## src/core/ptc_pkg.sv

```systemverilog
// Notes on behaviour
// - stop bit set halts every counter and the prescaler; clear runs normally
// - freeze-response bit set halts timers while bus freeze is high, else ignored
// - vector base bits give base number 00, 40, 80 or C0 hex
// - arbitration id is three global bits plus one per-counter bit
// - time base register read selects one of four time base buses
// - prescaler run clear holds divider in reset, all divided ticks low
// - first stage ratio bit chooses divide by three (1) or two (0)
// - outputs one to five are stage ratio times 1..16; six by ratio bits
// - overflow flag reads one after counter overflow until cleared
// - interrupt level field: zero disables, one lowest to seven highest
// - drive bits select which time base bus carries the count
// - free counter status bit shows the synchronised clock pin level
// - clock select codes 0 to 5 pick prescaler ticks one to six
// - code 6 counts clock pin falling edges, code 7 rising edges
// - modulus counter status bits show clock pin and load pin levels
// - load edge bits: none, rising, falling or both edges reload
package ptc_pkg;

  localparam logic [5:0] ADDR_CFG  = 6'h00;
  localparam logic [5:0] ADDR_PSC  = 6'h04;
  localparam logic [5:0] ADDR_FSC  = 6'h08;
  localparam logic [5:0] ADDR_MSC  = 6'h0C;
  localparam logic [5:0] ADDR_IST  = 6'h10;
  localparam logic [5:0] ADDR_IMSK = 6'h14;
  localparam logic [5:0] ADDR_FCNT = 6'h18;
  localparam logic [5:0] ADDR_MCNT = 6'h1C;
  localparam logic [5:0] ADDR_TBR  = 6'h20;

  localparam int CFG_STOP    = 15;
  localparam int CFG_FRZ     = 14;
  localparam int CFG_VECT_LO = 11;
  localparam int CFG_ARB_LO  = 8;
  localparam int CFG_TBRS_LO = 0;
  localparam logic [15:0] CFG_RST   = 16'h1800;
  localparam logic [15:0] CFG_WMASK = 16'hDF03;

  localparam int PSC_RUN    = 3;
  localparam int PSC_DIV3   = 2;
  localparam int PSC_SEL_LO = 0;
  localparam logic [15:0] PSC_RST   = 16'h0000;
  localparam logic [15:0] PSC_WMASK = 16'h000F;

  localparam int SC_OVF    = 15;
  localparam int SC_IL_LO  = 12;
  localparam int SC_ARB3   = 11;
  localparam int SC_DRIVE_BUS_A   = 9;
  localparam int SC_DRIVE_BUS_B   = 8;
  localparam int SC_IN2    = 7;
  localparam int SC_IN1    = 6;
  localparam int SC_EDGN   = 5;
  localparam int SC_EDGP   = 4;
  localparam int SC_CLK_LO = 0;
  localparam logic [15:0] SC_RST = 16'h0000;
  localparam logic [1:0][15:0] SC_WMASK = {16'h7B37, 16'h7B07};
  localparam logic [1:0][5:0]  SC_ADDR  = {ADDR_MSC, ADDR_FSC};

  localparam int IST_FOVF  = 0;
  localparam int IST_MOVF  = 1;
  localparam int IST_MLOAD = 2;

  localparam logic [1:0] S1_LAST_DIV2 = 2'h1;
  localparam logic [1:0] S1_LAST_DIV3 = 2'h2;
  localparam logic [3:0] DIVIDED_CLOCK_SIX_BASE_BITS = 4'h5;
  localparam logic [15:0] CNT_TOP    = 16'hFFFF;
  localparam logic [15:0] MOD_RELOAD = 16'h0000;

  typedef enum logic [2:0] {
    CS_PCLK1 = 3'b000,
    CS_PCLK2 = 3'b001,
    CS_PCLK3 = 3'b010,
    CS_PCLK4 = 3'b011,
    CS_PCLK5 = 3'b100,
    CS_DIVIDED_CLOCK_SIX = 3'b101,
    CS_FALL  = 3'b110,
    CS_RISE  = 3'b111
  } ptc_clksrc_type;

endpackage

```

## src/core/ptc_top.sv

```systemverilog
// The Avalon-MM slave port was chosen for this implementation.
`timescale 1ns/10ps
module ptc_top import ptc_pkg::*; (
  input  wire logic        clk,
  input  wire logic        rst_n,
  input  wire logic [5:0]  avs_address,
  input  wire logic        avs_read,
  input  wire logic        avs_write,
  input  wire logic [31:0] avs_writedata,
  input  wire logic [3:0]  avs_byteenable,
  output logic      [31:0] avs_readdata,
  output logic             avs_waitrequest,
  input  wire logic        imbFreeze,
  input  wire logic        extClockPin,
  input  wire logic        modLoadPin,
  input  wire logic [15:0] timebaseIn1,
  input  wire logic [15:0] timebaseIn2,
  input  wire logic [15:0] timebaseIn3,
  input  wire logic [15:0] timebaseIn4,
  output logic      [5:0]  divClkOut,
  output logic      [15:0] tbBusA,
  output logic             tbBusAEn,
  output logic      [15:0] tbBusB,
  output logic             tbBusBEn,
  output logic      [2:0]  irqReqLevel,
  output logic      [3:0]  irqArbId,
  output logic      [7:0]  irqVectorBase,
  output logic             irq
);

  logic             waitReq_r;
  logic [31:0]      readData_r;
  logic [15:0]      cfg_r;
  logic [15:0]      psc_r;
  logic [1:0][15:0] ctl_r;
  logic [1:0][15:0] cnt_r;
  logic [1:0]       ovf_r;
  logic [1:0]       arm_r;
  logic [2:0]       ist_r;
  logic [2:0]       imsk_r;
  logic             irq_r;
  logic [1:0]       s1_r;
  logic [7:0]       s2_r;
  logic [5:0]       divClk_r;
  logic [5:0]       divClk_nxt;
  logic [2:0]       clkSync_r;
  logic [2:0]       ldSync_r;
  logic [15:0]      tbA_r;
  logic [15:0]      tbB_r;
  logic             tbAEn_r;
  logic             tbBEn_r;
  logic [2:0]       reqLevel_r;
  logic [3:0]       reqArb_r;
  logic [7:0]       vecBase_r;
  logic [15:0]      rdMux;
  logic [15:0]      tbMux;
  logic [1:0]       tick;
  logic [1:0]       ovfEv;
  logic [1:0]       ovfClr;
  logic [1:0]       scRd;
  logic [1:0][2:0]  lvl;
  logic             ldEv;
  logic             sel1;
  logic             halt;
  logic             pscActive;
  logic             s1Tick;
  logic             rdDone;
  logic             wrDone;
  logic             clkRise;
  logic             clkFall;
  logic             ldRise;
  logic             ldFall;

  function automatic logic [15:0] mergeLanes(input logic [15:0] old,
                                             input logic [31:0] wd,
                                             input logic [3:0]  be);
    logic [15:0] v;
    v = old;
    if (be[0]) begin
      v[7:0] = wd[7:0];
    end
    if (be[1]) begin
      v[15:8] = wd[15:8];
    end
    return v;
  endfunction

  function automatic logic lowOnes(input logic [7:0] v,
                                   input logic [3:0] n);
    logic [7:0] m;
    m = 8'hFF >> (4'h8 - n);
    return (v & m) == m;
  endfunction

  function automatic logic ctrTick(input ptc_clksrc_type code,
                                   input logic [5:0]     div,
                                   input logic           rise,
                                   input logic           fall);
    logic t;
    t = 1'b0;
    case (code)
      CS_PCLK1: t = div[0];
      CS_PCLK2: t = div[1];
      CS_PCLK3: t = div[2];
      CS_PCLK4: t = div[3];
      CS_PCLK5: t = div[4];
      CS_DIVIDED_CLOCK_SIX: t = div[5];
      CS_FALL:  t = fall;
      CS_RISE:  t = rise;
      default:  t = 1'b0;
    endcase
    return t;
  endfunction

  // bus slave: waitrequest drops for exactly one cycle per request
  assign rdDone = avs_read && !waitReq_r;
  assign wrDone = avs_write && !waitReq_r;

  always_ff @(posedge clk or negedge rst_n) begin
    if (!rst_n) begin
      waitReq_r <= 1'b1;
    end else begin
      waitReq_r <= !((avs_read || avs_write) && waitReq_r);
    end
  end

  always_ff @(posedge clk or negedge rst_n) begin
    if (!rst_n) begin
      readData_r <= 32'h0000_0000;
    end else if (avs_read && waitReq_r) begin
      readData_r <= {16'h0000, rdMux};
    end
  end

  always_comb begin
    case (cfg_r[CFG_TBRS_LO +: 2])
      2'b00:   tbMux = timebaseIn1;
      2'b01:   tbMux = timebaseIn2;
      2'b10:   tbMux = timebaseIn3;
      default: tbMux = timebaseIn4;
    endcase
  end

  always_comb begin
    rdMux = 16'h0000;
    case (avs_address)
      ADDR_CFG:  rdMux = cfg_r;
      ADDR_PSC:  rdMux = psc_r;
      ADDR_FSC:  rdMux = ctl_r[0] | {ovf_r[0], 15'h0000}
                         | {8'h00, clkSync_r[1], 7'h00};
      ADDR_MSC:  rdMux = ctl_r[1] | {ovf_r[1], 15'h0000}
                         | {8'h00, clkSync_r[1], ldSync_r[1],
                            6'h00};
      ADDR_IST:  rdMux = {13'h0000, ist_r};
      ADDR_IMSK: rdMux = {13'h0000, imsk_r};
      ADDR_FCNT: rdMux = cnt_r[0];
      ADDR_MCNT: rdMux = cnt_r[1];
      ADDR_TBR:  rdMux = tbMux;
      default:   rdMux = 16'h0000;
    endcase
  end

  // configuration registers
  always_ff @(posedge clk or negedge rst_n) begin
    if (!rst_n) begin
      cfg_r  <= CFG_RST;
      psc_r  <= PSC_RST;
      imsk_r <= 3'h0;
    end else if (wrDone) begin
      if (avs_address == ADDR_CFG) begin
        cfg_r <= mergeLanes(cfg_r, avs_writedata, avs_byteenable)
                 & CFG_WMASK;
      end
      if (avs_address == ADDR_PSC) begin
        psc_r <= mergeLanes(psc_r, avs_writedata, avs_byteenable)
                 & PSC_WMASK;
      end
      if (avs_address == ADDR_IMSK && avs_byteenable[0]) begin
        imsk_r <= avs_writedata[2:0];
      end
    end
  end

  always_ff @(posedge clk or negedge rst_n) begin
    if (!rst_n) begin
      ctl_r <= {SC_RST, SC_RST};
    end else begin
      for (int i = 0; i < 2; i++) begin
        if (wrDone && avs_address == SC_ADDR[i]) begin
          ctl_r[i] <= mergeLanes(ctl_r[i], avs_writedata, avs_byteenable)
                      & SC_WMASK[i];
        end
      end
    end
  end

  // global halt from stop, or from bus freeze when enabled
  assign halt = cfg_r[CFG_STOP]
                || (cfg_r[CFG_FRZ] && imbFreeze);

  // prescaler
  assign pscActive = psc_r[PSC_RUN] && !halt;
  assign s1Tick = psc_r[PSC_DIV3] ? (s1_r == S1_LAST_DIV3)
                                  : (s1_r == S1_LAST_DIV2);

  always_ff @(posedge clk or negedge rst_n) begin
    if (!rst_n) begin
      s1_r <= 2'h0;
      s2_r <= 8'h00;
    end else if (!pscActive) begin
      s1_r <= 2'h0;
      s2_r <= 8'h00;
    end else begin
      s1_r <= s1Tick ? 2'h0 : s1_r + 2'h1;
      if (s1Tick) begin
        s2_r <= s2_r + 8'h01;
      end
    end
  end

  always_comb begin
    divClk_nxt = 6'h00;
    for (int k = 0; k < 5; k++) begin
      divClk_nxt[k] = s1Tick && lowOnes(s2_r, 4'(k));
    end
    divClk_nxt[5] = s1Tick && lowOnes(s2_r, DIVIDED_CLOCK_SIX_BASE_BITS
                    + {2'b00, psc_r[PSC_SEL_LO +: 2]});
  end

  always_ff @(posedge clk or negedge rst_n) begin
    if (!rst_n) begin
      divClk_r <= 6'h00;
    end else begin
      divClk_r <= pscActive ? divClk_nxt : 6'h00;
    end
  end

  // pin synchronisers; stage 0 feeds stage 1 only
  always_ff @(posedge clk or negedge rst_n) begin
    if (!rst_n) begin
      clkSync_r <= 3'h0;
      ldSync_r  <= 3'h0;
    end else begin
      clkSync_r <= {clkSync_r[1:0], extClockPin};
      ldSync_r  <= {ldSync_r[1:0], modLoadPin};
    end
  end

  assign clkRise = clkSync_r[1] && !clkSync_r[2];
  assign clkFall = !clkSync_r[1] && clkSync_r[2];
  assign ldRise  = ldSync_r[1] && !ldSync_r[2];
  assign ldFall  = !ldSync_r[1] && ldSync_r[2];
  assign ldEv = !halt && ((ctl_r[1][SC_EDGP] && ldRise)
                || (ctl_r[1][SC_EDGN] && ldFall));

  // counters, overflow flags and their clear handshake
  always_comb begin
    for (int i = 0; i < 2; i++) begin
      tick[i] = ctrTick(ptc_clksrc_type'(ctl_r[i][SC_CLK_LO +: 3]),
                        divClk_r, clkRise, clkFall);
      ovfEv[i] = !halt && tick[i] && cnt_r[i] == CNT_TOP
                 && !(i == 1 && ldEv);
      scRd[i] = rdDone && avs_address == SC_ADDR[i];
      ovfClr[i] = wrDone && avs_address == SC_ADDR[i]
                  && avs_byteenable[1] && !avs_writedata[SC_OVF]
                  && arm_r[i];
    end
  end

  always_ff @(posedge clk or negedge rst_n) begin
    if (!rst_n) begin
      cnt_r <= {16'h0000, 16'h0000};
    end else if (!halt) begin
      for (int i = 0; i < 2; i++) begin
        if (i == 1 && ldEv) begin
          cnt_r[i] <= MOD_RELOAD;
        end else if (tick[i]) begin
          cnt_r[i] <= cnt_r[i] + 16'h0001;
        end
      end
    end
  end

  always_ff @(posedge clk or negedge rst_n) begin
    if (!rst_n) begin
      ovf_r <= 2'b00;
      arm_r <= 2'b00;
    end else begin
      for (int i = 0; i < 2; i++) begin
        // a new overflow beats a clear in the same cycle
        ovf_r[i] <= ovfEv[i] || (ovf_r[i] && !ovfClr[i]);
        if (ovfClr[i]) begin
          arm_r[i] <= 1'b0;
        end else if (scRd[i]) begin
          arm_r[i] <= ovf_r[i];
        end
      end
    end
  end

  // sticky event status, write one to clear, set wins
  always_ff @(posedge clk or negedge rst_n) begin
    if (!rst_n) begin
      ist_r <= 3'h0;
      irq_r <= 1'b0;
    end else begin
      ist_r[IST_FOVF]  <= ovfEv[0] || (ist_r[IST_FOVF] && !(wrDone
                          && avs_address == ADDR_IST && avs_byteenable[0]
                          && avs_writedata[IST_FOVF]));
      ist_r[IST_MOVF]  <= ovfEv[1] || (ist_r[IST_MOVF] && !(wrDone
                          && avs_address == ADDR_IST && avs_byteenable[0]
                          && avs_writedata[IST_MOVF]));
      ist_r[IST_MLOAD] <= ldEv || (ist_r[IST_MLOAD] && !(wrDone
                          && avs_address == ADDR_IST && avs_byteenable[0]
                          && avs_writedata[IST_MLOAD]));
      irq_r <= |(ist_r & imsk_r);
    end
  end

  // bus interrupt request: higher level wins, ties go to higher id
  always_comb begin
    for (int i = 0; i < 2; i++) begin
      lvl[i] = ovf_r[i] ? ctl_r[i][SC_IL_LO +: 3] : 3'h0;
    end
    sel1 = (lvl[1] > lvl[0]) || (lvl[1] == lvl[0]
           && ctl_r[1][SC_ARB3] && !ctl_r[0][SC_ARB3]);
  end

  always_ff @(posedge clk or negedge rst_n) begin
    if (!rst_n) begin
      reqLevel_r <= 3'h0;
      reqArb_r   <= 4'h0;
      vecBase_r  <= 8'h00;
    end else begin
      reqLevel_r <= sel1 ? lvl[1] : lvl[0];
      if ((sel1 ? lvl[1] : lvl[0]) != 3'h0) begin
        reqArb_r <= {ctl_r[sel1 ? 1 : 0][SC_ARB3],
                     cfg_r[CFG_ARB_LO +: 3]};
      end else begin
        reqArb_r <= 4'h0;
      end
      vecBase_r <= {cfg_r[CFG_VECT_LO +: 2], 6'h00};
    end
  end

  // time base buses; free counter takes a bus both try to drive
  always_ff @(posedge clk or negedge rst_n) begin
    if (!rst_n) begin
      tbA_r   <= 16'h0000;
      tbB_r   <= 16'h0000;
      tbAEn_r <= 1'b0;
      tbBEn_r <= 1'b0;
    end else begin
      tbAEn_r <= ctl_r[0][SC_DRIVE_BUS_A] || ctl_r[1][SC_DRIVE_BUS_A];
      tbBEn_r <= ctl_r[0][SC_DRIVE_BUS_B] || ctl_r[1][SC_DRIVE_BUS_B];
      tbA_r <= ctl_r[0][SC_DRIVE_BUS_A] ? cnt_r[0] :
               (ctl_r[1][SC_DRIVE_BUS_A] ? cnt_r[1] : 16'h0000);
      // driving both buses from one counter is legal but discouraged
      tbB_r <= ctl_r[0][SC_DRIVE_BUS_B] ? cnt_r[0] :
               (ctl_r[1][SC_DRIVE_BUS_B] ? cnt_r[1] : 16'h0000);
    end
  end

  assign avs_readdata    = readData_r;
  assign avs_waitrequest = waitReq_r;
  assign divClkOut       = divClk_r;
  assign tbBusA          = tbA_r;
  assign tbBusAEn        = tbAEn_r;
  assign tbBusB          = tbB_r;
  assign tbBusBEn        = tbBEn_r;
  assign irqReqLevel     = reqLevel_r;
  assign irqArbId        = reqArb_r;
  assign irqVectorBase   = vecBase_r;
  assign irq             = irq_r;

  chk_stop_freezes_count: assert property (
    @(posedge clk) disable iff (!rst_n)
    cfg_r[CFG_STOP] |=> $stable(cnt_r[0]) && $stable(cnt_r[1]))
    else $error("counter moved while stopped");

  chk_freeze_idles_psc: assert property (
    @(posedge clk) disable iff (!rst_n)
    (cfg_r[CFG_FRZ] && imbFreeze) |=> divClk_r == 6'h00)
    else $error("prescaler ticked during freeze");

  chk_vector_base_map: assert property (
    @(posedge clk) disable iff (!rst_n)
    rst_n |=> vecBase_r == {$past(cfg_r[12:11]), 6'h00})
    else $error("vector base wrong");

  chk_run_off_idle: assert property (
    @(posedge clk) disable iff (!rst_n)
    !psc_r[PSC_RUN] |=> divClk_r == 6'h00 && s1_r == 2'h0)
    else $error("prescaler active while not running");

  chk_div3_spacing: assert property (
    @(posedge clk) disable iff (!rst_n)
    (divClk_r[0] && pscActive && psc_r[PSC_DIV3])
    ##1 (pscActive && psc_r[PSC_DIV3])[*2]
    |-> !divClk_r[0] ##1 divClk_r[0])
    else $error("first stage not dividing by three");

  chk_div2_spacing: assert property (
    @(posedge clk) disable iff (!rst_n)
    (divClk_r[0] && pscActive && !psc_r[PSC_DIV3])
    |=> !divClk_r[0] && !divClk_r[1])
    else $error("first stage not dividing by two");

  chk_overflow_sets: assert property (
    @(posedge clk) disable iff (!rst_n)
    (cnt_r[0] == 16'hFFFF && tick[0] && !halt) |=> ovf_r[0])
    else $error("overflow flag not set");

  chk_write_one_keeps: assert property (
    @(posedge clk) disable iff (!rst_n)
    (ovf_r[0] && wrDone && avs_address == ADDR_FSC
     && avs_writedata[15]) |=> ovf_r[0])
    else $error("flag cleared by writing one");

  chk_req_needs_flag: assert property (
    @(posedge clk) disable iff (!rst_n)
    reqLevel_r != 3'h0 |-> $past(ovf_r[0] || ovf_r[1]))
    else $error("request without overflow flag");

  chk_bus_b_drive: assert property (
    @(posedge clk) disable iff (!rst_n)
    (ctl_r[0][SC_DRIVE_BUS_B] && !ctl_r[0][SC_DRIVE_BUS_A])
    |=> tbBEn_r && tbB_r == $past(cnt_r[0]))
    else $error("bus b not driven by free counter");

  chk_fall_edge_count: assert property (
    @(posedge clk) disable iff (!rst_n)
    (ctl_r[0][2:0] == 3'b110 && clkFall && !halt
     && cnt_r[0] != 16'hFFFF) |=> cnt_r[0] == $past(cnt_r[0]) + 16'h0001)
    else $error("falling edge not counted");

  chk_load_reload: assert property (
    @(posedge clk) disable iff (!rst_n)
    (ctl_r[1][SC_EDGP] && ldRise && !halt) |=> cnt_r[1] == 16'h0000)
    else $error("load edge did not reload");

  chk_bus_answer: assert property (
    @(posedge clk) disable iff (!rst_n)
    (avs_read || avs_write) |-> ##[0:1] !avs_waitrequest)
    else $error("slave answer late");

endmodule // ptc_top

```

## config.mk

```make
export PLATFORM = sky130hd
export DESIGN_NAME = ptc_top
export DESIGN_NICKNAME = d
export VERILOG_FILES = /design/src/core/ptc_pkg.sv /design/src/core/ptc_top.sv
export SDC_FILE = /design/constraint.sdc
export NUM_CORES = 1
export LEC_CHECK = 0
export ABC_AREA = 1
export BUFFER_PORTS_ARGS = -buffer_cell sky130_fd_sc_hd__buf_4
export CAP_MARGIN = 25
export CORE_ASPECT_RATIO = 1.1
export CORE_UTILIZATION = 59
export CTS_CLUSTER_DIAMETER = 100
export DETAILED_ROUTE_END_ITERATION = 12
export GPL_TIMING_DRIVEN = 1
export PLACE_DENSITY = 0.84
export SYNTH_ARGS = -nofsm -noshare
export SYNTH_HDL_FRONTEND = slang
export SYNTH_SLANG_ARGS = --single-unit
```

## constraint.sdc

```tcl
create_clock -name clk -period 2.9 [get_ports clk]
set_clock_uncertainty 0.2 [all_clocks]
set_input_delay 0 -clock clk [delete_from_list [all_inputs] [get_ports clk]]
set_output_delay 0 -clock clk [all_outputs]
set_load 0.005 [all_outputs]
```

Yosys cells after proc, flatten, opt, wreduce, memory -nomap -nowiden
Index checks and enable logic that the tools add are counted.
{ "totals": {"word_cells": 198, "inputBits": 113, "register_bits": 158} }
{ "op_classes": {"n_reduce_logical": 91, "n_shift": 1, "bitwise_logic": 7, "order_cmp": 2, "muxes": 28, "n_eq_ne": 34, "n_addsub": 6} }
{ "ops": {"columns": ["operator", "n"], "rows": [
  ["case mux 16 bit (9 select lines)", 1],
  ["two-way mux 16 bit", 6],
  ["case mux 16 bit (3 select lines)", 1],
  ["logical AND 1 bit", 46],
  ["two-way mux 12 bit", 3],
  ["adder 16 x 1 -> 16 bit, second input constant", 2],
  ["== test 16 bit, second input constant", 2],
  ["OR 15 x 16 -> 16 bit", 2],
  ["OR 16 x 8 -> 16 bit", 2],
  ["== test 3 bit, second input constant", 9],
  ["== test 6 x 5 -> 1 bit, second input constant", 4],
  ["two-way mux 8 bit", 2],
  ["case mux 1 bit (8 select lines)", 2],
  ["logical NOT 1 bit", 15],
  ["AND reduction 2 bit", 7],
  ["== test 3 x 2 -> 1 bit, second input constant", 4],
  ["== test 6 x 4 -> 1 bit, second input constant", 2],
  ["logical OR 1 bit", 11],
  ["two-way mux 3 bit", 3],
  ["AND reduction 3 bit", 3],
  ["adder 8 x 1 -> 8 bit, second input constant", 1],
  ["AND 8 bit", 1],
  ["== test 8 bit", 1],
  ["right shift 8 x 4 -> 8 bit, first input constant", 1],
  ["25 further kinds", 38]
]} }

Longest topological paths before layout
Gate-level depths: netlist (run 1).
{ "depth": {"word_depth": 10, "ltp_mapped": 13, "mapped_depth_nobuf": 13} }

Worst setup path after synthesis (run 1)
No wires, ideal clock.
{ "synth_timing": {"kind": "register to register", "startpoint": "register ovf_r[1]", "endpoint": "register reqArb_r[0] (netlist: irqArbId[0])", "required_time_ns": 2.587, "setup_time_ns": 0.113, "path_stages_with_launch": 13, "arrival_time_ns": 1.515, "slack_ns": 1.072, "path_buffers": 0, "cell_sequence": "dfrtp_1 -> nand2_1 -> inv_1 -> ha_1 -> nand3_1 -> nor2_1 -> nand2_1 -> nand2_1 -> nand2_1 -> nand2_1 -> nand3_1 -> nand2_1 -> inv_1"} }
{ "synth_between": {"elab_chain_cells": 8, "elab_cells_between_ends": 9, "cone_classes": "order compare (1); eq/ne (1); mux (3); reduce/logical (4)"} }
{ "synth_rtl": {"columns": ["item", "line_no", "source"], "rows": [
  ["from (decl)", "ptc_top.sv:37", "logic [1:0] ovf_r;"],
  ["from (signal, indexed assignment)", "ptc_top.sv:291", "ovf_r[i] <= ovfEv[i] || (ovf_r[i] && !ovfClr[i]);"],
  ["two-way mux 3 bit *", "ptc_top.sv:323", "lvl[i] = ovf_r[i] ? ctl_r[i][SC_IL_LO +: 3] : 3'h0;"],
  ["branches (longest 4 deep; another with greater-than comparator 3 bit)", null, null],
  ["two-way mux 3 bit *", "ptc_top.sv:336", "if ((sel1 ? lvl[1] : lvl[0]) != 3'h0) begin"],
  ["nonzero test 3 bit *", "ptc_top.sv:336", null],
  ["two-way mux 4 bit *", "ptc_top.sv:336", null],
  ["to (signal assigned)", "ptc_top.sv:337", "reqArb_r <= {ctl_r[sel1 ? 1 : 0][SC_ARB3],"],
  ["to (decl)", "ptc_top.sv:53", "logic [3:0] reqArb_r;"]
]} }
Mark *: on every way between the ends.
A chain may end at the register's enable or synchronous reset.

Final worst setup path (run 1)
{ "layout_timing": {"startpoint": "input port avs_address[3]", "endpoint": "register readData_r[4] (netlist: avs_readdata[4])"} }
{ "layout_between": {"elab_chain_cells": 2, "elab_cells_between_ends": 10, "cone_classes": "eq/ne (8); mux (1); reduce/logical (1)"} }
{ "layout_rtl": {"columns": ["item", "line_no", "source"], "rows": [
  ["from (decl)", "ptc_top.sv:6", "input wire logic [5:0] avs_address,"],
  ["== test 6 bit, or another cell as far along", "ptc_top.sv:146", "case (avs_address)"],
  ["case mux 16 bit (9 select lines) *", "ptc_top.sv:146", null],
  ["to (signal assigned)", "ptc_top.sv:131", "readData_r <= {16'h0000, rdMux};"],
  ["to (decl)", "ptc_top.sv:32", "logic [31:0] readData_r;"]
]} }
Every way passes the cells marked *; elsewhere a longest branch is shown, timed or not.

==> flow_summary.json, run 1 <==
{
  "crit_fanout": 6,
  "n_antenna_cell": 0,
  "slew_headroom_pct": 51.34,
  "grt_use_total_pct": 37.53,
  "antenna_left": 0,
  "gp_congestion": 0.9668,
  "cts_tree": "done",
  "hold_viol_final": 1,
  "layout_common_cells": "nand2_1, buf_4, dfrtp_1, nor2_1, nand3_1",
  "grt_max_degree": 58,
  "hold_class": "primary input to flip-flop",
  "start_util_pct": 61.08,
  "wl_per_cell_um": 17.25,
  "period_minus_slack_ns": 2.710,
  "place_area_um2": 9798,
  "worstPathArrival_ns": 2.88,
  "p_int_mw": 4.062,
  "worst-setup-path-type": "primary input to flip-flop",
  "ios": 202,
  "worstSkewPairLatency_ns": 0.43,
  "synth_async_sr_flop_share_pct": 100.0,
  "p_total_mw": 5.457,
  "fin_cells": 1543,
  "place_ws_ns": 0.7678,
  "crit_path_start_kind": "primary input",
  "maxCapViolations": 0,
  "tns_ns": 0,
  "pwr_density_cell_nw_per_um2": 494.1,
  "worst_hold_slack_ns": -0.004588,
  "syn_area_um2": 8529,
  "grt_pass1_wl_um": 41810,
  "cts_sinks": 158,
  "synth.avg_cell_area_um2": 7.568,
  "clock_tree.buffer_depth": 2,
  "report.final.slew_viol_count": 0,
  "synth-edff-count": 0,
  "grt.overflow.total": 0,
  "cp.required_ns": 3.07,
  "h-tree-depth": 4,
  "swShare_pct": 25.57,
  "die_w_um": 116.6,
  "cts_root_buf": "clkbuf_16",
  "setup_violations": 0,
  "worstMarginPinSlew_ns": 0.7299,
  "dieArea_um2": 14940,
  "drcViolationCount": 0,
  "final_util_pct": 79.10,
  "ir_worst_vdd_mv": 0.4327,
  "drt-initial-drc-count": 1033,
  "seq_area_frac_synth_pct": 46.40,
  "port_buffers": 159,
  "nNetsFinal": 1466,
  "post-route-period-util_pct": 93.46,
  "die_height_um": 128.1,
  "p_seq_share_pct": 44.5,
  "hpwlAfterDp_um": 18640,
  "setup_ws_ns": 0.1895,
  "vias": 8629,
  "coreArea_um2": 13960,
  "numCtsBuffers": 17,
  "ys.flop_type": "dfrtp_1",
  "drt-pass1-iter-count": 6,
  "p_clk_share_pct": 41.6,
  "end_kind": "flip-flop",
  "rsz0062_at_grt": "false",
  "via_per_inst": 5.592,
  "synth_cell_types": 41,
  "clk_pin_slew_worst_paths_ns": 0.06,
  "final_area_um2": 11050,
  "power.leakage_nw": 5.735,
  "layout-drive-gt1-share_pct": 17.71,
  "combPwrFrac_pct": 13.9,
  "final_common_cell": "nand2_1",
  "dp_cells": 1452,
  "fmax_mhz": 368.9,
  "synth.ff_latch_count": 158,
  "syn_inst": 1127,
  "p_sw_mw": 1.395,
  "routed_wl_um": 26610,
  "yosys_warnings": 0,
  "grt_pass1_vias": 8105,
  "syn_to_final_growth_pct": 29.50,
  "core.rowCount": 45,
  "antenna_found_initial": 0,
  "status": "complete, but fails checks",
  "violations": "negative hold slack"
}
kinds of logic after synthesis:
group / Yosys count / share of synthesized area (%)
AO/OA/AOI/OAI: 116 / 7.643
XOR/XNOR: 22 / 2.259
adder cells (fa/ha/maj): 7 / 1.027
buffers and inverters: 159 / 8.582
flip-flops: 158 / 46.40
multiplexers: 5 / 0.7921
other: 1 / 0.04397
AND/OR/NAND/NOR: 659 / 33.26
cell type report:
type                            instances  area, um2
Fill cell                             994       2918
Clock buffer                           22      474.2
Sequential cell                       158       3958
Multi-Input combinational cell        831       3929
Inverter                              105      397.9
Clock inverter                          6      111.4
Timing Repair Buffer                  233       1941
Tap cell                              188      235.2
registers in the layout, summed over array words and instances, names as in the netlist:
| name | cells |
|---|---|
| s1_r | 2 |
| tbBusA | 16 |
| arm_r | 2 |
| tbBusAEn | 1 |
| divClkOut | 6 |
| ctl_r | 20 |
| irq | 1 |
| clkSync_r | 3 |
| ldSync_r | 3 |
| imsk_r | 3 |
| s2_r | 8 |
| ist_r | 3 |
| cnt_r | 32 |
| psc_r | 4 |
| ovf_r | 2 |
| tbBusBEn | 1 |
| avs_waitrequest | 1 |
| cfg_r | 9 |
| irqArbId | 4 |
| avs_readdata | 16 |
| irqVectorBase | 2 |
| irqReqLevel | 3 |
| tbBusB | 16 |
worst max-delay path, cell delays in order:
cell	delay, ns
dlygate4sd3_1	0.55
buf_4	0.16
nor2_1	0.16
dlygate4sd3_1	0.62
nand2_4	0.08
nor2_4	0.18
nand2_4	0.12
clkinvlp_4	0.14
o21ai_0	0.10
dlygate4sd3_1	0.56
nand3_1	0.09
nand2_1	0.06
nand2_1	0.07
routing by layer:
metal,wire length [um],global-route usage [%]
met1,10670,48.69
met2,12830,60.67
met3,1945,5.816
met4,1177,19.36
met5,0,0
worst paths after layout:
kind,startpoint,endpoint,slack [ns],cells past startpoint
worst max register to register,cfg_r[1],avs_readdata[15],0.22,10
max in group asynchronous,rst_n,avs_waitrequest,1.68,4
worst min register to register,clkSync_r[0],clkSync_r[1],0.15,0
min in group asynchronous,rst_n,ctl_r[8],0.48,4
worst min-delay path,avs_address[1],ist_r[0],-0.005,7
worst max-delay path,avs_address[3],avs_readdata[4],0.19,13
cells in the mapped netlist, types with 4 or more instances:
library cell / instances / area [um2]
clkbuf_1: 11 / 41.29
nor2_2: 7 / 43.79
nand3_1: 113 / 565.5
buf_4: 25 / 187.7
nand2_1: 368 / 1381
buf_2: 15 / 75.07
nand4_1: 18 / 112.6
inv_1: 96 / 360.4
nor2_1: 116 / 435.4
o22ai_1: 32 / 200.2
ha_1: 7 / 87.58
dfrtp_1: 155 / 3879
nor3_1: 14 / 70.07
a21oi_1: 11 / 55.05
nand2_4: 4 / 45.04
xor2_1: 21 / 183.9
o21ai_0: 64 / 320.3
inv_2: 7 / 26.28
timing repair:
item,in CTS,in global routing
hold endpoints to repair,223,0
hold buffers,64,0
setup endpoints to repair,0,2
gates resized for setup,0,3
buffers inserted,0,0
power groups by stage:
stage | Sequential, mW | Clock, mW | Combinational, mW
6_report | 2.43 | 2.27 | 0.758
5_1_grt | 2.45 | 2.36 | 0.833
4_1_cts | 2.43 | 2.27 | 0.739
3_5_place_dp | 2.46 | 0 | 0.657
3_3_place_gp | 2.46 | 0 | 0.644
2_1_floorplan | 2.43 | 0 | 0.361
Power figures use the tool's default switching activity.
==> run 2, diff against run 1 <==
PLACE_DENSITY = 0.87   (was 0.84)
clock period = 3.3 ns   (was 2.9 ns; I/O delays follow)
==> run 2 against run 1 <==
Against the previous run:
- the flow still finishes with violations (negative hold slack)
- worst hold slack worse by 0.0038 ns
- total power down 15%
- die area unchanged
- critical endpoint is now avs_readdata[11]
- global-route usage up 1.6 points
- largest power group unchanged
- critical path type is now flip-flop to flip-flop
- register-to-register slack worse by 0.07 ns
- core utilization down 0.44 points
==> flow_summary.json, run 2 (synthesis results as in run 1) <==
{
  "violations": "negative hold slack",
  "dieArea_um2": 14940,
  "cts_sinks": 158,
  "status": "complete, but fails checks",
  "fmax_mhz": 317.8,
  "pwr_density_cell_nw_per_um2": 420.4,
  "rsz0062_at_grt": "false",
  "report.final.slew_viol_count": 0,
  "antenna_found_initial": 0,
  "vias": 8881,
  "multi_input_area_um2": 3929,
  "n_fill_cell": 947,
  "start_util_pct": 61.08,
  "die_height_um": 128.1,
  "n_antenna_cell": 0,
  "slew_headroom_pct": 51.13,
  "cp_common_cell": "nand2_1",
  "nNetsFinal": 1465,
  "crit_buf_inv": 3,
  "hold_class": "primary input to flip-flop",
  "final_common_cell": "nand2_1",
  "layout_common_cells": "nand2_1, buf_4, dfrtp_1, nor2_1, nand3_1",
  "post-cts-setup-buffer-count": 0,
  "cts_tree": "done",
  "maxCapViolations": 0,
  "drcViolationCount": 0,
  "via_per_inst": 5.745,
  "crit_path_start_kind": "flip-flop",
  "grt_use_total_pct": 39.15,
  "drt-pass1-iter-count": 6,
  "hold_viol_final": 1,
  "clock_tree.buffer_depth": 2,
  "grt.overflow.total": 0,
  "hpwlAfterDp_um": 18220,
  "setup_violations": 0,
  "antenna_left": 0,
  "layout-drive-gt1-share_pct": 17.60,
  "ir_worst_vdd_mv": 0.2907,
  "numCtsBuffers": 17,
  "worst_hold_slack_ns": -0.008353,
  "worstPathArrival_ns": 3.32,
  "reg_top3": "cnt_r x32, ctl_r x20",
  "end_kind": "flip-flop",
  "cp_top_family": "buffers and inverters",
  "ios": 202,
  "h-tree-depth": 4,
  "cp.required_ns": 3.47,
  "crit_fanout": 16,
  "path_cells": "inv_1 -> nor2_4 -> nand2_1 -> nand2_1 -> dlygate4sd3_1 -> nor2_1 -> dlygate4sd3_1 -> nor2_1 -> nor2_1 -> nand2_1 -> nand2_1 -> nand2_1",
  "cts_root_buf": "clkbuf_16",
  "core.rowCount": 45,
  "grt_max_degree": 60,
  "worst-setup-path-type": "flip-flop to flip-flop",
  "clk_pin_slew_worst_paths_ns": 0.07,
  "seqCellArea_um2": 3958,
  "drt-initial-drc-count": 1232,
  "coreArea_um2": 13960,
  "period_minus_slack_ns": 3.147,
  "grt_pass1_wl_um": 43830,
  "grt_pass1_vias": 8682,
  "worstSkewPairLatency_ns": 0.43,
  "worstMarginPinSlew_ns": 0.7323,
  "syn_to_final_growth_pct": 28.78,
  "port_buffers": 159,
  "gp_congestion": 0.9958,
  "wl_per_cell_um": 17.55,
  "largest-register": "cnt_r",
  "die_w_um": 116.6,
  "routed_wl_um": 27130,
  "tns_ns": 0,
  "post-route-period-util_pct": 95.36,
  "max_stage_delay_ns": 0.63,
  "largest_reg_flops": 32,
  "slowest_stage": "dfrtp_1",
  "power.leakage_nw": 5.681
}
## run 2: cell count changes in the layout (fill, tap and decap cells not counted), sizes merged
cell / delta
clkinv: +6
inv: +5
dlygate4sd3: +4
clkbuf: -4
bufinv: -3
buf: -5
## run 2: final timing paths
path,startpoint,slack [ns],cells past startpoint,end
worst min-delay path,timebaseIn4[3],-0.008,7,avs_readdata[3]
worst max-delay path,cfg_r[0],0.15,12,avs_readdata[11]
max in group asynchronous,rst_n,1.95,4,cnt_r[7]
worst max register to register,cfg_r[0],0.15,12,avs_readdata[11]
min in group asynchronous,rst_n,0.51,3,cfg_r[12]
worst min register to register,ldSync_r[0],0.16,0,ldSync_r[1]
## run 2: per-stage QoR
stage | utilization (%) | area [um2] | worst slack [ns] | std cells | power [mW]
after global routing | 78.66 | 10980 | 0.01690 | 1546 | 4.776
after detailed placement | 69.81 | 9748 | 0.9361 | 1447 | 2.734
after global placement | 69.81 | 9748 | 1.008 | 1447 | 2.712
after floorplan | - | 8608 | 1.472 | 1148 | 2.451
final | 78.66 | 10980 | 0.1530 | 1546 | 4.617
after CTS | 78.66 | 10980 | 0.08499 | 1547 | 4.575
## run 2: what timing repair did
item,in CTS,in global routing
hold buffers,68,0
hold endpoints to repair,225,0
setup endpoints to repair,0,7
gates resized for setup,0,2
## run 2: power breakdown
part	leakage, nW	switching [mW]	total (mW)	internal, mW
combinational	3.31	0.367	0.658	0.291
sequential	2.11	0.0971	2.13	2.04
clock	0.262	0.852	1.82	0.973
total	5.68	1.32	4.62	3.30
## run 2: routing by layer
layer | GRT usage [%] | vias up | part of all wire, %
li1 | - | 4017 | -
met5 | 0 | - | 0
met1 | 45.94 | 4090 | 35
met2 | 65.82 | 612 | 49
met3 | 8.936 | 162 | 10
met4 | 21.89 | 0 | 6.9
## run 2: worst min-delay path, cell delays in order
cell	delay (ns)
buf_4	0.08
inv_1	0.03
nor2_1	0.08
o21ai_0	0.14
nand3b_1	0.11
nand2_1	0.08
nand2_1	0.07
## run 2: layout make-up
class                   instances  area share, %
clock inverters                14         0.9910
well taps                     188          2.141
clock buffers                  18          3.907
repair buffers                232          17.58
flip-flops and latches        158          36.03
inverters                     105          3.588
multi-input cells             831          35.77
